### src/design/mac_frame_pkg.sv
package mac_frame_pkg;

  // Fixed octet values of the frame fields.
  localparam logic [7:0] PREAMBLE_BYTE = 8'h55;
  localparam logic [7:0] START_DELIMITER = 8'hD5;
  localparam logic [15:0] VLAN_TAG = 16'h8100;
  localparam logic [15:0] TYPE_THRESHOLD = 16'h0600;
  localparam logic [15:0] PAUSE_TYPE = 16'h8808;
  localparam logic [15:0] PAUSE_OPCODE = 16'h0001;

  // Field lengths in octets, sized to the byte counters they meet.
  localparam logic [13:0] PREAMBLE_LEN = 14'h0007;
  localparam logic [13:0] ADDR_LEN = 14'h0006;
  localparam logic [13:0] LTYPE_LEN = 14'h0002;
  localparam logic [13:0] VLAN_ONE_LEN = 14'h0004;
  localparam logic [13:0] VLAN_TWO_LEN = 14'h0008;
  localparam logic [13:0] FCS_LEN = 14'h0004;
  localparam logic [13:0] PAUSE_BODY_LEN = 14'h0004;
  localparam logic [13:0] PAUSE_PAD = 14'h002A;
  localparam logic [13:0] PAD_UNTAGGED = 14'h002E;
  localparam logic [13:0] PAD_SINGLE = 14'h002A;
  localparam logic [13:0] PAD_STACKED = 14'h0026;
  localparam logic [13:0] MAX_PAYLOAD = 14'h05DC;
  localparam logic [13:0] MAX_JUMBO = 14'h2580;
  localparam logic [13:0] IPG_LEN = 14'h000C;

  // Ethernet CRC-32, reflected form, sent inverted.
  localparam logic [31:0] CRC_INIT = 32'hFFFFFFFF;
  localparam logic [31:0] CRC_POLY = 32'hEDB88320;

  // Register byte addresses on the APB.
  localparam logic [7:0] OFS_CTRL = 8'h00;
  localparam logic [7:0] OFS_DA_LO = 8'h04;
  localparam logic [7:0] OFS_DA_HI = 8'h08;
  localparam logic [7:0] OFS_SA_LO = 8'h0C;
  localparam logic [7:0] OFS_SA_HI = 8'h10;
  localparam logic [7:0] OFS_LEN_TYPE = 8'h14;
  localparam logic [7:0] OFS_VLAN_INFO = 8'h18;
  localparam logic [7:0] OFS_QUANTA = 8'h1C;
  localparam logic [7:0] OFS_SECTION_EMPTY = 8'h20;
  localparam logic [7:0] OFS_STATUS = 8'h24;

  // Control register fields.
  localparam int CTRL_TX_ENA = 0;
  localparam int CTRL_FC_ENA = 1;
  localparam int CTRL_XOFF = 2;
  localparam int CTRL_XON = 3;
  localparam int CTRL_VLAN_LSB = 4;
  localparam int CTRL_JUMBO = 6;
  localparam int CTRL_WIDTH = 7;

  // Status register fields.
  localparam int STAT_BUSY = 0;
  localparam int STAT_PAUSE = 1;
  localparam int STAT_IS_TYPE = 2;
  localparam int STAT_OVERSIZE = 3;
  localparam int STAT_UNDERRUN = 4;
  localparam int STAT_LEN_MISMATCH = 5;

  // Reset values.
  localparam logic [6:0] CTRL_RESET = 7'h00;
  localparam logic [15:0] QUANTA_RESET = 16'h000F;
  localparam logic [15:0] SECTION_EMPTY_RESET = 16'hFFFF;

  typedef enum logic [1:0] {
    VLAN_NONE = 2'b00,
    VLAN_SINGLE = 2'b01,
    VLAN_STACKED = 2'b10
  } vlan_mode_t;

  typedef enum logic [3:0] {
    ST_IDLE = 4'b0000,
    ST_PREAMBLE = 4'b0001,
    ST_DELIM = 4'b0010,
    ST_DEST = 4'b0011,
    ST_SRC = 4'b0100,
    ST_VLAN = 4'b0101,
    ST_LTYPE = 4'b0110,
    ST_PAYLOAD = 4'b0111,
    ST_PAD = 4'b1000,
    ST_FCS = 4'b1001,
    ST_GAP = 4'b1010
  } tx_state_t;

  // One payload byte from the client with its end-of-frame mark.
  typedef struct packed {
    logic [7:0] data;
    logic last;
  } client_beat_t;

endpackage

### src/design/mac_frame_tx.sv
// What this block does
// - Each frame starts with seven preamble octets of 0x55.
// - One start delimiter octet 0xD5 follows the preamble.
// - Destination and source addresses are six octets, least significant byte first.
// - Length/type of 1536 or more is a type, smaller is a payload length.
// - Length/type goes out most significant byte first.
// - Every frame ends with a four-octet CRC value.
// - No half-duplex gigabit extension field is ever produced.
// - Payload up to 1500 or 9600 octets; untagged frames padded 0 to 46.
// - A tagged frame carries 0x8100 and two VLAN info octets after the source.
// - With jumbo off, single-tagged frames are limited to 1522 bytes without preamble and delimiter, stacked frames to 1526.
// - Stacked frames carry two tag pairs, pad range drops to 0 to 38.
// - Pause frames carry type 0x8808 then opcode 0x0001.
// - Pause quanta follows the opcode, high byte first.
// - Pause frames have no length field and 42 zero pad bytes.
// - A station receiving pause frames should stop sending data.
// - With flow control on, fill threshold, register bits or pins start pause frames.
// - With flow control on, an almost full receive FIFO automatically triggers a pause frame.
// - XOFF alone keeps XOFF pause frames going until it clears.
// - XON alone keeps XON pause frames going until it clears.
// - XOFF pause frames carry the programmed pause quanta.
//
// The APB slave port and the register offsets were chosen for this implementation.
module mac_frame_tx #(
  parameter logic [47:0] PAUSE_DEST_ADDR = 48'h000000000000
) (
  input wire logic pclk,
  input wire logic presetn,
  input wire logic [7:0] paddr,
  input wire logic psel,
  input wire logic penable,
  input wire logic pwrite,
  input wire logic [31:0] pwdata,
  output logic pready,
  output logic [31:0] prdata,
  output logic pslverr,
  input wire logic client_valid,
  input wire mac_frame_pkg::client_beat_t client_beat,
  output logic client_ready,
  input wire logic [15:0] rx_fill_level,
  input wire logic xoff_gen_pin,
  input wire logic xon_gen_pin,
  output logic [7:0] txd,
  output logic tx_en,
  output logic pause_active
);

  mac_frame_pkg::tx_state_t state, next_state;
  logic [13:0] cnt, pay_cnt;
  logic [31:0] crc;
  logic [6:0] ctrl;
  logic [47:0] dest_addr, src_addr;
  logic [15:0] len_type, quanta, section_empty, frame_quanta;
  logic [31:0] vlan_info;
  logic is_pause, discard, above_d, auto_pend;
  logic st_is_type, st_oversize, st_underrun, st_mismatch;
  logic [1:0] sync1, sync2, sync3;
  logic [1:0] pin_level;

  function automatic logic [31:0] crc_next(input logic [31:0] c, input logic [7:0] d);
    logic [31:0] r;
    r = c;
    for (int i = 0; i < 8; i++) begin
      r = (r[0] ^ d[i]) ? ((r >> 1) ^ mac_frame_pkg::CRC_POLY) : (r >> 1);
    end
    return r;
  endfunction

  function automatic logic [7:0] addr_byte(input logic [47:0] a, input logic [13:0] i);
    return a[8 * i[2:0] +: 8];
  endfunction

  function automatic logic addr_known(input logic [7:0] a);
    return a == mac_frame_pkg::OFS_CTRL || a == mac_frame_pkg::OFS_DA_LO ||
      a == mac_frame_pkg::OFS_DA_HI || a == mac_frame_pkg::OFS_SA_LO ||
      a == mac_frame_pkg::OFS_SA_HI || a == mac_frame_pkg::OFS_LEN_TYPE ||
      a == mac_frame_pkg::OFS_VLAN_INFO || a == mac_frame_pkg::OFS_QUANTA ||
      a == mac_frame_pkg::OFS_SECTION_EMPTY || a == mac_frame_pkg::OFS_STATUS;
  endfunction

  // Control fields and derived frame shape.
  wire tx_ena = ctrl[mac_frame_pkg::CTRL_TX_ENA];
  wire fc_ena = ctrl[mac_frame_pkg::CTRL_FC_ENA];
  wire jumbo = ctrl[mac_frame_pkg::CTRL_JUMBO];
  wire [1:0] vlan_mode = ctrl[mac_frame_pkg::CTRL_VLAN_LSB +: 2];
  wire single_tag = vlan_mode == mac_frame_pkg::VLAN_SINGLE;
  wire stacked_tag = vlan_mode == mac_frame_pkg::VLAN_STACKED;
  wire has_tag = !is_pause && (single_tag || stacked_tag);
  wire [13:0] vlan_len = stacked_tag ? mac_frame_pkg::VLAN_TWO_LEN
    : mac_frame_pkg::VLAN_ONE_LEN;
  wire [13:0] pad_base = is_pause ? (mac_frame_pkg::PAUSE_BODY_LEN + mac_frame_pkg::PAUSE_PAD)
    : stacked_tag ? mac_frame_pkg::PAD_STACKED
    : single_tag ? mac_frame_pkg::PAD_SINGLE : mac_frame_pkg::PAD_UNTAGGED;
  wire [13:0] max_pay = jumbo ? mac_frame_pkg::MAX_JUMBO : mac_frame_pkg::MAX_PAYLOAD;

  // Pause requests: register bits or filtered pins, plus the fill threshold.
  wire xoff_req = ctrl[mac_frame_pkg::CTRL_XOFF] | pin_level[0];
  wire xon_req = ctrl[mac_frame_pkg::CTRL_XON] | pin_level[1];
  wire above = rx_fill_level >= section_empty;
  wire pause_go = fc_ena && (xoff_req || xon_req || auto_pend);
  wire client_go = tx_ena && client_valid && !discard;
  wire take = client_valid && client_ready;
  wire last_pay = pay_cnt == max_pay - 14'h0001;
  wire pay_done = is_pause ? (pay_cnt == mac_frame_pkg::PAUSE_BODY_LEN - 14'h0001)
    : (take && (client_beat.last || last_pay));
  // Pad octets always count, so client and pause frames stop padding on the same octet.
  wire [13:0] pay_next = pay_cnt + ((is_pause || take || state == mac_frame_pkg::ST_PAD) ?
    14'h0001 : 14'h0000);
  wire need_pad = pay_next < pad_base;
  wire in_crc = state inside {mac_frame_pkg::ST_DEST, mac_frame_pkg::ST_SRC,
    mac_frame_pkg::ST_VLAN, mac_frame_pkg::ST_LTYPE, mac_frame_pkg::ST_PAYLOAD,
    mac_frame_pkg::ST_PAD};

  // Next state; the frame ends after the check value, with no extension field.
  always_comb begin
    next_state = state;
    case (state)
      mac_frame_pkg::ST_IDLE: begin
        if (pause_go || client_go) begin
          next_state = mac_frame_pkg::ST_PREAMBLE;
        end
      end
      mac_frame_pkg::ST_PREAMBLE: begin
        if (cnt == mac_frame_pkg::PREAMBLE_LEN - 14'h0001) begin
          next_state = mac_frame_pkg::ST_DELIM;
        end
      end
      mac_frame_pkg::ST_DELIM: next_state = mac_frame_pkg::ST_DEST;
      mac_frame_pkg::ST_DEST: begin
        if (cnt == mac_frame_pkg::ADDR_LEN - 14'h0001) begin
          next_state = mac_frame_pkg::ST_SRC;
        end
      end
      mac_frame_pkg::ST_SRC: begin
        if (cnt == mac_frame_pkg::ADDR_LEN - 14'h0001) begin
          next_state = has_tag ? mac_frame_pkg::ST_VLAN : mac_frame_pkg::ST_LTYPE;
        end
      end
      mac_frame_pkg::ST_VLAN: begin
        if (cnt == vlan_len - 14'h0001) begin
          next_state = mac_frame_pkg::ST_LTYPE;
        end
      end
      mac_frame_pkg::ST_LTYPE: begin
        if (cnt == mac_frame_pkg::LTYPE_LEN - 14'h0001) begin
          next_state = mac_frame_pkg::ST_PAYLOAD;
        end
      end
      mac_frame_pkg::ST_PAYLOAD: begin
        if (pay_done) begin
          next_state = need_pad ? mac_frame_pkg::ST_PAD : mac_frame_pkg::ST_FCS;
        end
      end
      mac_frame_pkg::ST_PAD: begin
        if (!need_pad) begin
          next_state = mac_frame_pkg::ST_FCS;
        end
      end
      mac_frame_pkg::ST_FCS: begin
        if (cnt == mac_frame_pkg::FCS_LEN - 14'h0001) begin
          next_state = mac_frame_pkg::ST_GAP;
        end
      end
      mac_frame_pkg::ST_GAP: begin
        if (cnt == mac_frame_pkg::IPG_LEN - 14'h0001) begin
          next_state = mac_frame_pkg::ST_IDLE;
        end
      end
      default: next_state = mac_frame_pkg::ST_IDLE;
    endcase
  end

  // Octet on the line for the present state and count.
  logic [7:0] cur_byte;
  logic [15:0] vlan_word;
  always_comb begin
    vlan_word = (cnt < mac_frame_pkg::VLAN_ONE_LEN) ? vlan_info[15:0] : vlan_info[31:16];
    cur_byte = 8'h00;
    case (state)
      mac_frame_pkg::ST_PREAMBLE: cur_byte = mac_frame_pkg::PREAMBLE_BYTE;
      mac_frame_pkg::ST_DELIM: cur_byte = mac_frame_pkg::START_DELIMITER;
      mac_frame_pkg::ST_DEST: begin
        cur_byte = addr_byte(is_pause ? PAUSE_DEST_ADDR : dest_addr, cnt);
      end
      mac_frame_pkg::ST_SRC: cur_byte = addr_byte(src_addr, cnt);
      mac_frame_pkg::ST_VLAN: begin
        case (cnt[1:0])
          2'h0: cur_byte = mac_frame_pkg::VLAN_TAG[15:8];
          2'h1: cur_byte = mac_frame_pkg::VLAN_TAG[7:0];
          2'h2: cur_byte = vlan_word[15:8];
          default: cur_byte = vlan_word[7:0];
        endcase
      end
      mac_frame_pkg::ST_LTYPE: begin
        cur_byte = (cnt == 14'h0000) ? (is_pause ? mac_frame_pkg::PAUSE_TYPE[15:8]
          : len_type[15:8]) : (is_pause ? mac_frame_pkg::PAUSE_TYPE[7:0]
          : len_type[7:0]);
      end
      mac_frame_pkg::ST_PAYLOAD: begin
        if (!is_pause) begin
          cur_byte = take ? client_beat.data : 8'h00;
        end else begin
          case (pay_cnt[1:0])
            2'h0: cur_byte = mac_frame_pkg::PAUSE_OPCODE[15:8];
            2'h1: cur_byte = mac_frame_pkg::PAUSE_OPCODE[7:0];
            2'h2: cur_byte = frame_quanta[15:8];
            default: cur_byte = frame_quanta[7:0];
          endcase
        end
      end
      mac_frame_pkg::ST_FCS: cur_byte = ~crc[8 * cnt[1:0] +: 8];
      default: cur_byte = 8'h00;
    endcase
  end

  wire cur_en = state != mac_frame_pkg::ST_IDLE && state != mac_frame_pkg::ST_GAP;

  // Frame sequencer, line outputs and CRC accumulation.
  always_ff @(posedge pclk or negedge presetn) begin
    if (!presetn) begin
      state <= mac_frame_pkg::ST_IDLE;
      cnt <= 14'h0000;
      pay_cnt <= 14'h0000;
      crc <= mac_frame_pkg::CRC_INIT;
      txd <= 8'h00;
      tx_en <= 1'b0;
      is_pause <= 1'b0;
      frame_quanta <= 16'h0000;
      pause_active <= 1'b0;
    end else begin
      state <= next_state;
      cnt <= (next_state != state) ? 14'h0000 : cnt + 14'h0001;
      txd <= cur_byte;
      tx_en <= cur_en;
      pause_active <= (next_state != mac_frame_pkg::ST_IDLE) &&
        ((state == mac_frame_pkg::ST_IDLE) ? pause_go : is_pause);
      if (state == mac_frame_pkg::ST_DELIM) begin
        crc <= mac_frame_pkg::CRC_INIT;
      end else if (in_crc) begin
        crc <= crc_next(crc, cur_byte);
      end
      if (state == mac_frame_pkg::ST_LTYPE) begin
        pay_cnt <= 14'h0000;
      end else if (state == mac_frame_pkg::ST_PAYLOAD || state == mac_frame_pkg::ST_PAD) begin
        pay_cnt <= (state == mac_frame_pkg::ST_PAD) ? pay_cnt + 14'h0001 : pay_next;
      end
      // Pause wins the idle slot so flow control is never starved by client traffic.
      if (state == mac_frame_pkg::ST_IDLE && next_state != mac_frame_pkg::ST_IDLE) begin
        is_pause <= pause_go;
        frame_quanta <= (xoff_req || auto_pend) ? quanta : 16'h0000;
      end
    end
  end

  // Client handshake; an oversize frame is cut and its tail absorbed.
  always_ff @(posedge pclk or negedge presetn) begin
    if (!presetn) begin
      client_ready <= 1'b0;
      discard <= 1'b0;
    end else begin
      client_ready <= (next_state == mac_frame_pkg::ST_PAYLOAD && !is_pause) ||
        (discard && !(take && client_beat.last)) ||
        (state == mac_frame_pkg::ST_PAYLOAD && take && last_pay && !client_beat.last);
      if (state == mac_frame_pkg::ST_PAYLOAD && take && last_pay && !client_beat.last) begin
        discard <= 1'b1;
      end else if (discard && take && client_beat.last) begin
        discard <= 1'b0;
      end
    end
  end

  // Auto pause on the rising crossing of the section-empty threshold.
  always_ff @(posedge pclk or negedge presetn) begin
    if (!presetn) begin
      above_d <= 1'b0;
      auto_pend <= 1'b0;
    end else begin
      above_d <= above;
      if (above && !above_d && fc_ena) begin
        auto_pend <= 1'b1;
      end else if (state == mac_frame_pkg::ST_IDLE && pause_go) begin
        auto_pend <= 1'b0;
      end
    end
  end

  // Pin filters: a change counts once the second and third stages agree.
  genvar g;
  generate
    for (g = 0; g < 2; g++) begin : g_pin
      always_ff @(posedge pclk or negedge presetn) begin
        if (!presetn) begin
          sync1[g] <= 1'b0;
          sync2[g] <= 1'b0;
          sync3[g] <= 1'b0;
          pin_level[g] <= 1'b0;
        end else begin
          sync1[g] <= (g == 0) ? xoff_gen_pin : xon_gen_pin;
          sync2[g] <= sync1[g];
          sync3[g] <= sync2[g];
          if (sync2[g] == sync3[g]) begin
            pin_level[g] <= sync3[g];
          end
        end
      end
    end
  endgenerate

  // APB decode: one wait state, write lands on the completing edge.
  wire apb_access = psel && penable && !pready;
  wire apb_done = psel && penable && pready;
  wire wr_en = apb_done && pwrite && !pslverr;
  wire clr_stat = wr_en && paddr == mac_frame_pkg::OFS_STATUS;
  wire pay_end = state == mac_frame_pkg::ST_PAYLOAD && pay_done && !is_pause;
  wire lt_is_type = len_type >= mac_frame_pkg::TYPE_THRESHOLD;
  wire set_under = state == mac_frame_pkg::ST_PAYLOAD && !is_pause && !take;
  wire [31:0] status_word = {26'h0000000, st_mismatch, st_underrun, st_oversize, st_is_type,
    is_pause && state != mac_frame_pkg::ST_IDLE, state != mac_frame_pkg::ST_IDLE};
  logic [31:0] rd_word;
  always_comb begin
    case (paddr)
      mac_frame_pkg::OFS_CTRL: rd_word = {25'h0000000, ctrl};
      mac_frame_pkg::OFS_DA_LO: rd_word = dest_addr[31:0];
      mac_frame_pkg::OFS_DA_HI: rd_word = {16'h0000, dest_addr[47:32]};
      mac_frame_pkg::OFS_SA_LO: rd_word = src_addr[31:0];
      mac_frame_pkg::OFS_SA_HI: rd_word = {16'h0000, src_addr[47:32]};
      mac_frame_pkg::OFS_LEN_TYPE: rd_word = {16'h0000, len_type};
      mac_frame_pkg::OFS_VLAN_INFO: rd_word = vlan_info;
      mac_frame_pkg::OFS_QUANTA: rd_word = {16'h0000, quanta};
      mac_frame_pkg::OFS_SECTION_EMPTY: rd_word = {16'h0000, section_empty};
      mac_frame_pkg::OFS_STATUS: rd_word = status_word;
      default: rd_word = 32'h00000000;
    endcase
  end

  // Register file and sticky status; a hardware set beats a same-cycle clear.
  always_ff @(posedge pclk or negedge presetn) begin
    if (!presetn) begin
      pready <= 1'b0;
      prdata <= 32'h00000000;
      pslverr <= 1'b0;
      ctrl <= mac_frame_pkg::CTRL_RESET;
      dest_addr <= 48'h000000000000;
      src_addr <= 48'h000000000000;
      len_type <= 16'h0000;
      vlan_info <= 32'h00000000;
      quanta <= mac_frame_pkg::QUANTA_RESET;
      section_empty <= mac_frame_pkg::SECTION_EMPTY_RESET;
      st_is_type <= 1'b0;
      st_oversize <= 1'b0;
      st_underrun <= 1'b0;
      st_mismatch <= 1'b0;
    end else begin
      pready <= apb_access;
      pslverr <= apb_access && !addr_known(paddr);
      prdata <= (apb_access && !pwrite) ? rd_word : 32'h00000000;
      if (wr_en) begin
        case (paddr)
          mac_frame_pkg::OFS_CTRL: ctrl <= pwdata[mac_frame_pkg::CTRL_WIDTH-1:0];
          mac_frame_pkg::OFS_DA_LO: dest_addr[31:0] <= pwdata;
          mac_frame_pkg::OFS_DA_HI: dest_addr[47:32] <= pwdata[15:0];
          mac_frame_pkg::OFS_SA_LO: src_addr[31:0] <= pwdata;
          mac_frame_pkg::OFS_SA_HI: src_addr[47:32] <= pwdata[15:0];
          mac_frame_pkg::OFS_LEN_TYPE: len_type <= pwdata[15:0];
          mac_frame_pkg::OFS_VLAN_INFO: vlan_info <= pwdata;
          mac_frame_pkg::OFS_QUANTA: quanta <= pwdata[15:0];
          mac_frame_pkg::OFS_SECTION_EMPTY: section_empty <= pwdata[15:0];
          default: ctrl <= ctrl;
        endcase
      end
      if (pay_end) begin
        st_is_type <= lt_is_type;
      end
      st_oversize <= (st_oversize && !(clr_stat && pwdata[mac_frame_pkg::STAT_OVERSIZE])) ||
        (pay_end && last_pay && !client_beat.last);
      st_underrun <= (st_underrun && !(clr_stat && pwdata[mac_frame_pkg::STAT_UNDERRUN])) ||
        set_under;
      st_mismatch <= (st_mismatch && !(clr_stat && pwdata[mac_frame_pkg::STAT_LEN_MISMATCH])) ||
        (pay_end && !lt_is_type && len_type[13:0] != pay_next);
    end
  end

endmodule

### config.mk
export PLATFORM = sky130hd
export DESIGN_NAME = mac_frame_tx
export DESIGN_NICKNAME = d
export VERILOG_FILES = /design/src/design/mac_frame_pkg.sv /design/src/design/mac_frame_tx.sv
export SDC_FILE = /design/constraint.sdc
export NUM_CORES = 1
export LEC_CHECK = 0
export BUFFER_PORTS_ARGS = -buffer_cell sky130_fd_sc_hd__buf_2
export CORE_ASPECT_RATIO = 0.9
export CORE_MARGIN = 10
export CORE_UTILIZATION = 55
export CTS_BUF_LIST = sky130_fd_sc_hd__clkbuf_8 sky130_fd_sc_hd__clkbuf_16
export CTS_CLUSTER_SIZE = 16
export DETAILED_ROUTE_END_ITERATION = 10
export GPL_TIMING_DRIVEN = 0
export MAX_ROUTING_LAYER = met4
export PLACE_DENSITY_LB_ADDON = 0.1
export SYNTH_ARGS = -nofsm -noshare
export SYNTH_HDL_FRONTEND = slang
export SYNTH_SLANG_ARGS = --single-unit
### constraint.sdc
create_clock -name pclk -period 5.6 [get_ports pclk]
set_input_delay 1.12 -clock pclk [delete_from_list [all_inputs] [get_ports pclk]]
set_output_delay 1.12 -clock pclk [all_outputs]
set_load 0.03 [all_outputs]
======== Yosys cells after proc, flatten, opt, wreduce, memory -nomap -nowiden ========
Cells that the tools add are included.
operators by class
  magnitude comparators ................... 4
  equal/unequal tests ..................... 39
  reductions and logical operators ........ 101
  add/subtract/negate cells ............... 5
  divide/modulo/power cells ............... 0
  shifts and indexed selects .............. 3
  bitwise gates (word level) .............. 19
  muxes and demuxes ....................... 52
  multiply operators ...................... 0
operator list
  kind                                                   count
  2-to-1 mux 32 bit                                      11
  case mux 32 bit (10 select lines)                      1
  inverter 13 -> 14 bit                                  8
  indexed part select 48 x 7 -> 8 bit                    2
  2-to-1 mux 14 bit                                      5
  case mux 8 bit (8 select lines)                        1
  2-to-1 mux 4 bit                                       13
  2-to-1 mux 48 bit                                      1
  case mux 8 bit (3 select lines)                        2
  case mux 4 bit (11 select lines)                       1
  logical AND 1 bit                                      43
  2-to-1 mux 8 bit                                       5
  equality test 8 x 5 -> 1 bit (second input constant)   4
  2-to-1 mux 16 bit                                      2
  indexed part select 32 x 6 -> 8 bit                    1
  adder 14 x 1 -> 14 bit (second input constant)         2
  equality test 14 bit                                   2
  equality test 14 x 2 -> 1 bit (second input constant)  2
  equality test 14 x 3 -> 1 bit (second input constant)  2
  logical OR 1 bit                                       23
  equality test 4 x 3 -> 1 bit (second input constant)   5
  AND reduction 2 bit                                    9
  equality test 8 x 4 -> 1 bit (second input constant)   2
  equality test 8 x 6 -> 1 bit (second input constant)   2
  33 further kinds                                       74
word-level totals
  bits in writable memories ............... 0
  memories kept ........................... 0
  word-level logic and storage cells ...... 260
  input bits .............................. 73
  bits in latches ......................... 0
  flip-flop bits (word level) ............. 324
  memory bits (read-only) ................. 0

======== Longest topological paths before layout ========
  word-level depth ........................ 22
  mapped depth ............................ 22
  gate-level depth less buffers ........... 18

======== Least setup slack after synthesis ========
No wires, ideal clock.
  path kind ............................... input to register
  from .................................... input port client_valid
  to ...................................... register cnt[10]
  required time ........................... 5.468 ns
  slack ................................... 1.059 ns
  buffers on the path ..................... 2
  data arrival time ....................... 4.409 ns
  stages on the path ...................... 19
  path through ............................ a21oi_1 -> nand2_1 -> ha_1 -> ha_1 -> xor2_1 -> ha_1 -> a21o_1 -> a21oi_1 -> nand3_1 -> a21oi_1 -> a221oi_1 -> o32ai_1 -> a41oi_1 -> or4_1 -> clkbuf_1 -> xnor2_1 -> nand3_1 -> clkbuf_1 -> nor2_1
between the ends
  word-level cells in the longest chain between the ends .. 11
  elaborated cells between the ends (all ways) .. 18
RTL lines
  what                                  line                 source
  start: declaration                    mac_frame_tx.sv:37   input wire logic client_valid,
  logical AND 1 bit                     mac_frame_tx.sv:102  wire take = client_valid && client_ready;
  logical OR 1 bit (2 in series)        mac_frame_tx.sv:107  wire [13:0] pay_next = pay_cnt + ((is_pause || take || state == mac_frame_pkg::ST_PAD) ?
  2-to-1 mux 1 bit                      mac_frame_tx.sv:107
  adder 14 x 1 -> 14 bit                mac_frame_tx.sv:107
  < comparator 14 x 6 -> 1 bit          mac_frame_tx.sv:109  wire need_pad = pay_next < pad_base;
  2-to-1 mux 1 bit                      mac_frame_tx.sv:151  next_state = need_pad ? mac_frame_pkg::ST_PAD : mac_frame_pkg::ST_FCS;
  2-to-1 mux 4 bit                      mac_frame_tx.sv:150  if (pay_done) begin
  case mux 4 bit (11 select lines) (*)  mac_frame_tx.sv:117  case (state)
  named net next_state[0]               mac_frame_tx.sv:48   mac_frame_pkg::tx_state_t state, next_state;
  != test 4 bit (*)                     mac_frame_tx.sv:232  cnt <= (next_state != state) ? 14'h0000 : cnt + 14'h0001;
  2-to-1 mux 14 bit (*)                 mac_frame_tx.sv:232
  end signal: assignment                mac_frame_tx.sv:232
  end: declaration                      mac_frame_tx.sv:49   logic [13:0] cnt, pay_cnt;
The timed path passes the listed nets; every way through them passes the cells marked *.
A chain may end at the register's enable or synchronous reset.

======== Final worst setup path ========
  from .................................... register is_pause
  to ...................................... register cnt[5]
between the ends
  word-level cells in the longest chain between the ends .. 10
  elaborated cells between the ends (all ways) .. 17
RTL lines
  what                                  line                 source
  start: declaration                    mac_frame_tx.sv:55   logic is_pause, discard, above_d, auto_pend;
  start signal: assignment              mac_frame_tx.sv:249  is_pause <= pause_go;
  logical OR 1 bit (2 in series)        mac_frame_tx.sv:107
  2-to-1 mux 1 bit                      mac_frame_tx.sv:107
  adder 14 x 1 -> 14 bit                mac_frame_tx.sv:107
  < comparator 14 x 6 -> 1 bit          mac_frame_tx.sv:109
  2-to-1 mux 1 bit                      mac_frame_tx.sv:151
  2-to-1 mux 4 bit                      mac_frame_tx.sv:150
  case mux 4 bit (11 select lines) (*)  mac_frame_tx.sv:117
  named net next_state[0]               mac_frame_tx.sv:48
  != test 4 bit (*)                     mac_frame_tx.sv:232
  2-to-1 mux 14 bit (*)                 mac_frame_tx.sv:232
Marked as above.

==> flow_metrics.tcl <==
set metrics [dict create \
    outcome "finished clean" \
    cts_root_buf "clkbuf_16" \
    fin_area_um2 19600 \
    hold_violations 0 \
    antenna_found_initial 0 \
    ant_nets 0 \
    place_area_um2 18300 \
    die_x_um 206 \
    dpl.hpwl_um 42100 \
    synthDistinctLibCells 74 \
    grt_pass1_vias 14200 \
    synthArstFlopShare_pct 100 \
    synth_area_per_cell_um2 11.0 \
    wire_per_inst_um 26.7 \
    final_cell_mix "dfrtp_1, mux2_2, nor2_1" \
    crit_type "flop to flop" \
    cp-start-kind "flop" \
    placement.io_buffers 113 \
    wl_um 57100 \
    finClkSkew_ns 0.0237 \
    ys_seq_area_share_pct 47.8 \
    whs_ns 0.350 \
    setup_viol 0 \
    grt_max_degree 126 \
    diodes 0 \
    rsz0062_at_grt "no" \
    setup_ws_ns 0.243 \
    drc 0 \
    numCtsBuffers 37 \
    die_y_um 187 \
    finalCritPeriodShare_pct 95.7 \
    dr.pass1.iters 8 \
    synth_fp_nets 1655 \
    grt_pass1_wl_um 87700 \
    worstPathRequired_ns 6.06 \
    dr_total_vias 13900 \
    clockBufferDepth 3 \
    synth_edf_count 0 \
    drive_gt1_share_pct 27.2 \
    slew_viol_final 0 \
    cp_max_fo 10 \
    drv_cap 0 \
    vdd_ir_drop_max_mv 0.445 \
    fill_cells 2534 \
    gp_congestion 1.01 \
    pre_cts_ws_ns -0.793 \
    num_rows 61 \
    regToRegStartpoint "is_pause" \
    syn_area_um2 17100 \
    max_slew_margin_pct 7.75 \
    hold_path_class "flop to flop" \
    multi_input_comb_area_um2 8420 \
    yosys_warnings 0 \
    worst_pin_slew_ns 1.37 \
    seqCellArea_um2 8170 \
    cp-startpoint "is_pause" \
    synth_seq_cells 324 \
    worst_path_largest_cell_delay_ns 0.57 \
    grt_use_total_pct 30.6 \
    ys_dominant_reg_cell "dfrtp_1" \
    path_clk_slew_ns 0.06 \
    htreeDepth 2 \
    area_growth_pct 14.6 \
    ioPinCount 118 \
    hp-start "sync1[1]" \
    layout_commonest_cell "dfrtp_1" \
    cts_tree "built" \
    end_kind "flop" \
    powerDensity_nw_per_um2 417 \
    drtIter0Drc 1731 \
    path_cells "clkbuf_1 -> clkbuf_1 -> clkbuf_1 -> clkbuf_1 -> nor2b_1 -> ha_1 -> a21o_1 -> a21oi_1 -> nand3_1 -> a21oi_1 -> a221oi_1 -> o32ai_1 -> a41oi_2 -> or4_1 -> clkbuf_1 -> xnor2_1 -> nand3_1 -> clkbuf_2 -> nor2_1" \
    vias_per_cell 6.51 \
    overflow 0 \
    period_minus_slack_ns 5.36 \
    fmax_mhz 187 \
    clock_latency_ns 0.54 \
    slowest_stage "clkbuf_1" \
    nets 1809 \
    syn_inst 1553 \
    cts_sinks 324 \
    dieArea_um2 38500 \
    start_util_pct 55.5 \
    crit_arrival_ns 5.82 \
    coreArea_um2 30800 \
    cpMostUsedCell "clkbuf_1" \
    leakagePower_uw 0.00869 \
]
[state kept, by name, summed over array words and instances, names as in the netlist, 2 cells and up]
signal and cells:
pin_level 2, pay_cnt 14, section_empty 16, cnt 14
ctrl 7, sync2 2, state 4, prdata 32
txd 8, vlan_info 32, dest_addr 48, sync1 2
frame_quanta 16, quanta 16, src_addr 48, sync3 2
crc 32, len_type 16
[per-layer routing]
metal  vias up  share of wire [%]  GRT usage [%]
met5         -                  0              -
met4         0                3.6           9.76
met3       116                9.1           6.20
met2       740                 45           44.8
met1      7097                 42           41.9
li1       5981                  -              -
[critical path, delay by kind of cell, from the launching register on]
family / cells / cell delay (ns)
buffers and inverters: 6 / 2.18
AOI/OAI and AO/OA: 6 / 1.23
and+or+nand+nor: 5 / 1.09
adders and majority gates: 1 / 0.30
DFF: 1 / 0.32
xor gates and xnor gates: 1 / 0.15
[Yosys cell counts, drive strengths merged, types with 4 or more instances]
library cell / number / area, um^2
mux2i: 28 / 280
a222oi: 17 / 170
nor3: 13 / 65.1
nor3b: 5 / 37.5
a22oi: 44 / 330
nand2b: 8 / 50.1
o22ai: 7 / 43.8
and3: 10 / 62.6
nor4: 10 / 62.6
a21o: 9 / 67.6
nand2: 120 / 450
a41oi: 6 / 52.6
clkbuf: 79 / 297
or3: 6 / 37.5
o21ai: 80 / 400
ha: 29 / 363
inv: 42 / 158
a22o: 15 / 131
nor4b: 5 / 50.0
o31ai: 5 / 37.5
xnor2: 70 / 654
a221oi: 25 / 219
dfstp: 52 / 1370
a31oi: 24 / 150
buf: 19 / 114
xor2: 39 / 364
a211oi: 4 / 30.0
o221ai: 4 / 35.0
a2111oi: 5 / 43.8
nor2b: 8 / 50.1
nand3: 27 / 135
nand4: 11 / 68.8
or2: 4 / 25.0
dfrtp: 272 / 6810
a21oi: 62 / 310
o211ai: 8 / 60.1
mux4: 28 / 631
or4: 4 / 33.8
and2: 5 / 31.3
mux2: 172 / 1940
nor2: 138 / 518
[through the flow]
step / cells / power [uW] / util [%] / setup TNS [ns]
2_1_floorplan: 1553 / 4930 / - / 0
3_5_place_dp: 2078 / 5640 / 59.4 / -15.12
5_1_grt: 2142 / 8540 / 63.6 / 0
4_1_cts: 2144 / 8120 / 63.5 / 0
6_report: 2142 / 8170 / 63.6 / 0
3_3_place_gp: 2075 / 5590 / 59.0 / -784.59
[final timing paths]
check	endpoint	depth (start not counted)	slack, ns
max in group asynchronous	section_empty[14]	3	4.01
setup / recovery	cnt[5]	19	0.24
setup reg to reg	cnt[5]	19	0.24
hold / removal	sync2[1]	0	0.35
hold reg to reg	sync2[1]	0	0.35
min in group asynchronous	crc[23]	1	0.58
[layout make-up]
type	instances	area share (%)
buffer	95	2.07
clock buffer	46	5.42
clock inverter	19	0.844
inverter	42	0.805
multi-input combinational	1089	43.0
sequential	324	41.8
tap	409	2.61
timing repair buffer	118	3.50
[power by group]
part | internal [uW] | switching [uW]
sequential | 2580 | 160
combinational | 1280 | 1720
clock | 1440 | 1000
total | 5290 | 2880
[logic make-up after synthesis]
group	after synthesis	synth area share (%)
fa+ha+maj	31	2.24
compound gates	332	13.1
xor+xnor	112	6.38
simple gates	386	10.5
mux	228	16.7
flops	324	47.8
buf+inv	140	3.33
[timing repair]
item	CTS	global route
pin swaps	1	0
endpoints found under the setup margin	37	18
hold buffers	0	0
gates resized for setup	8	6
setup buffers	2	0
Note: power is estimated with default switching activity, not from simulation.
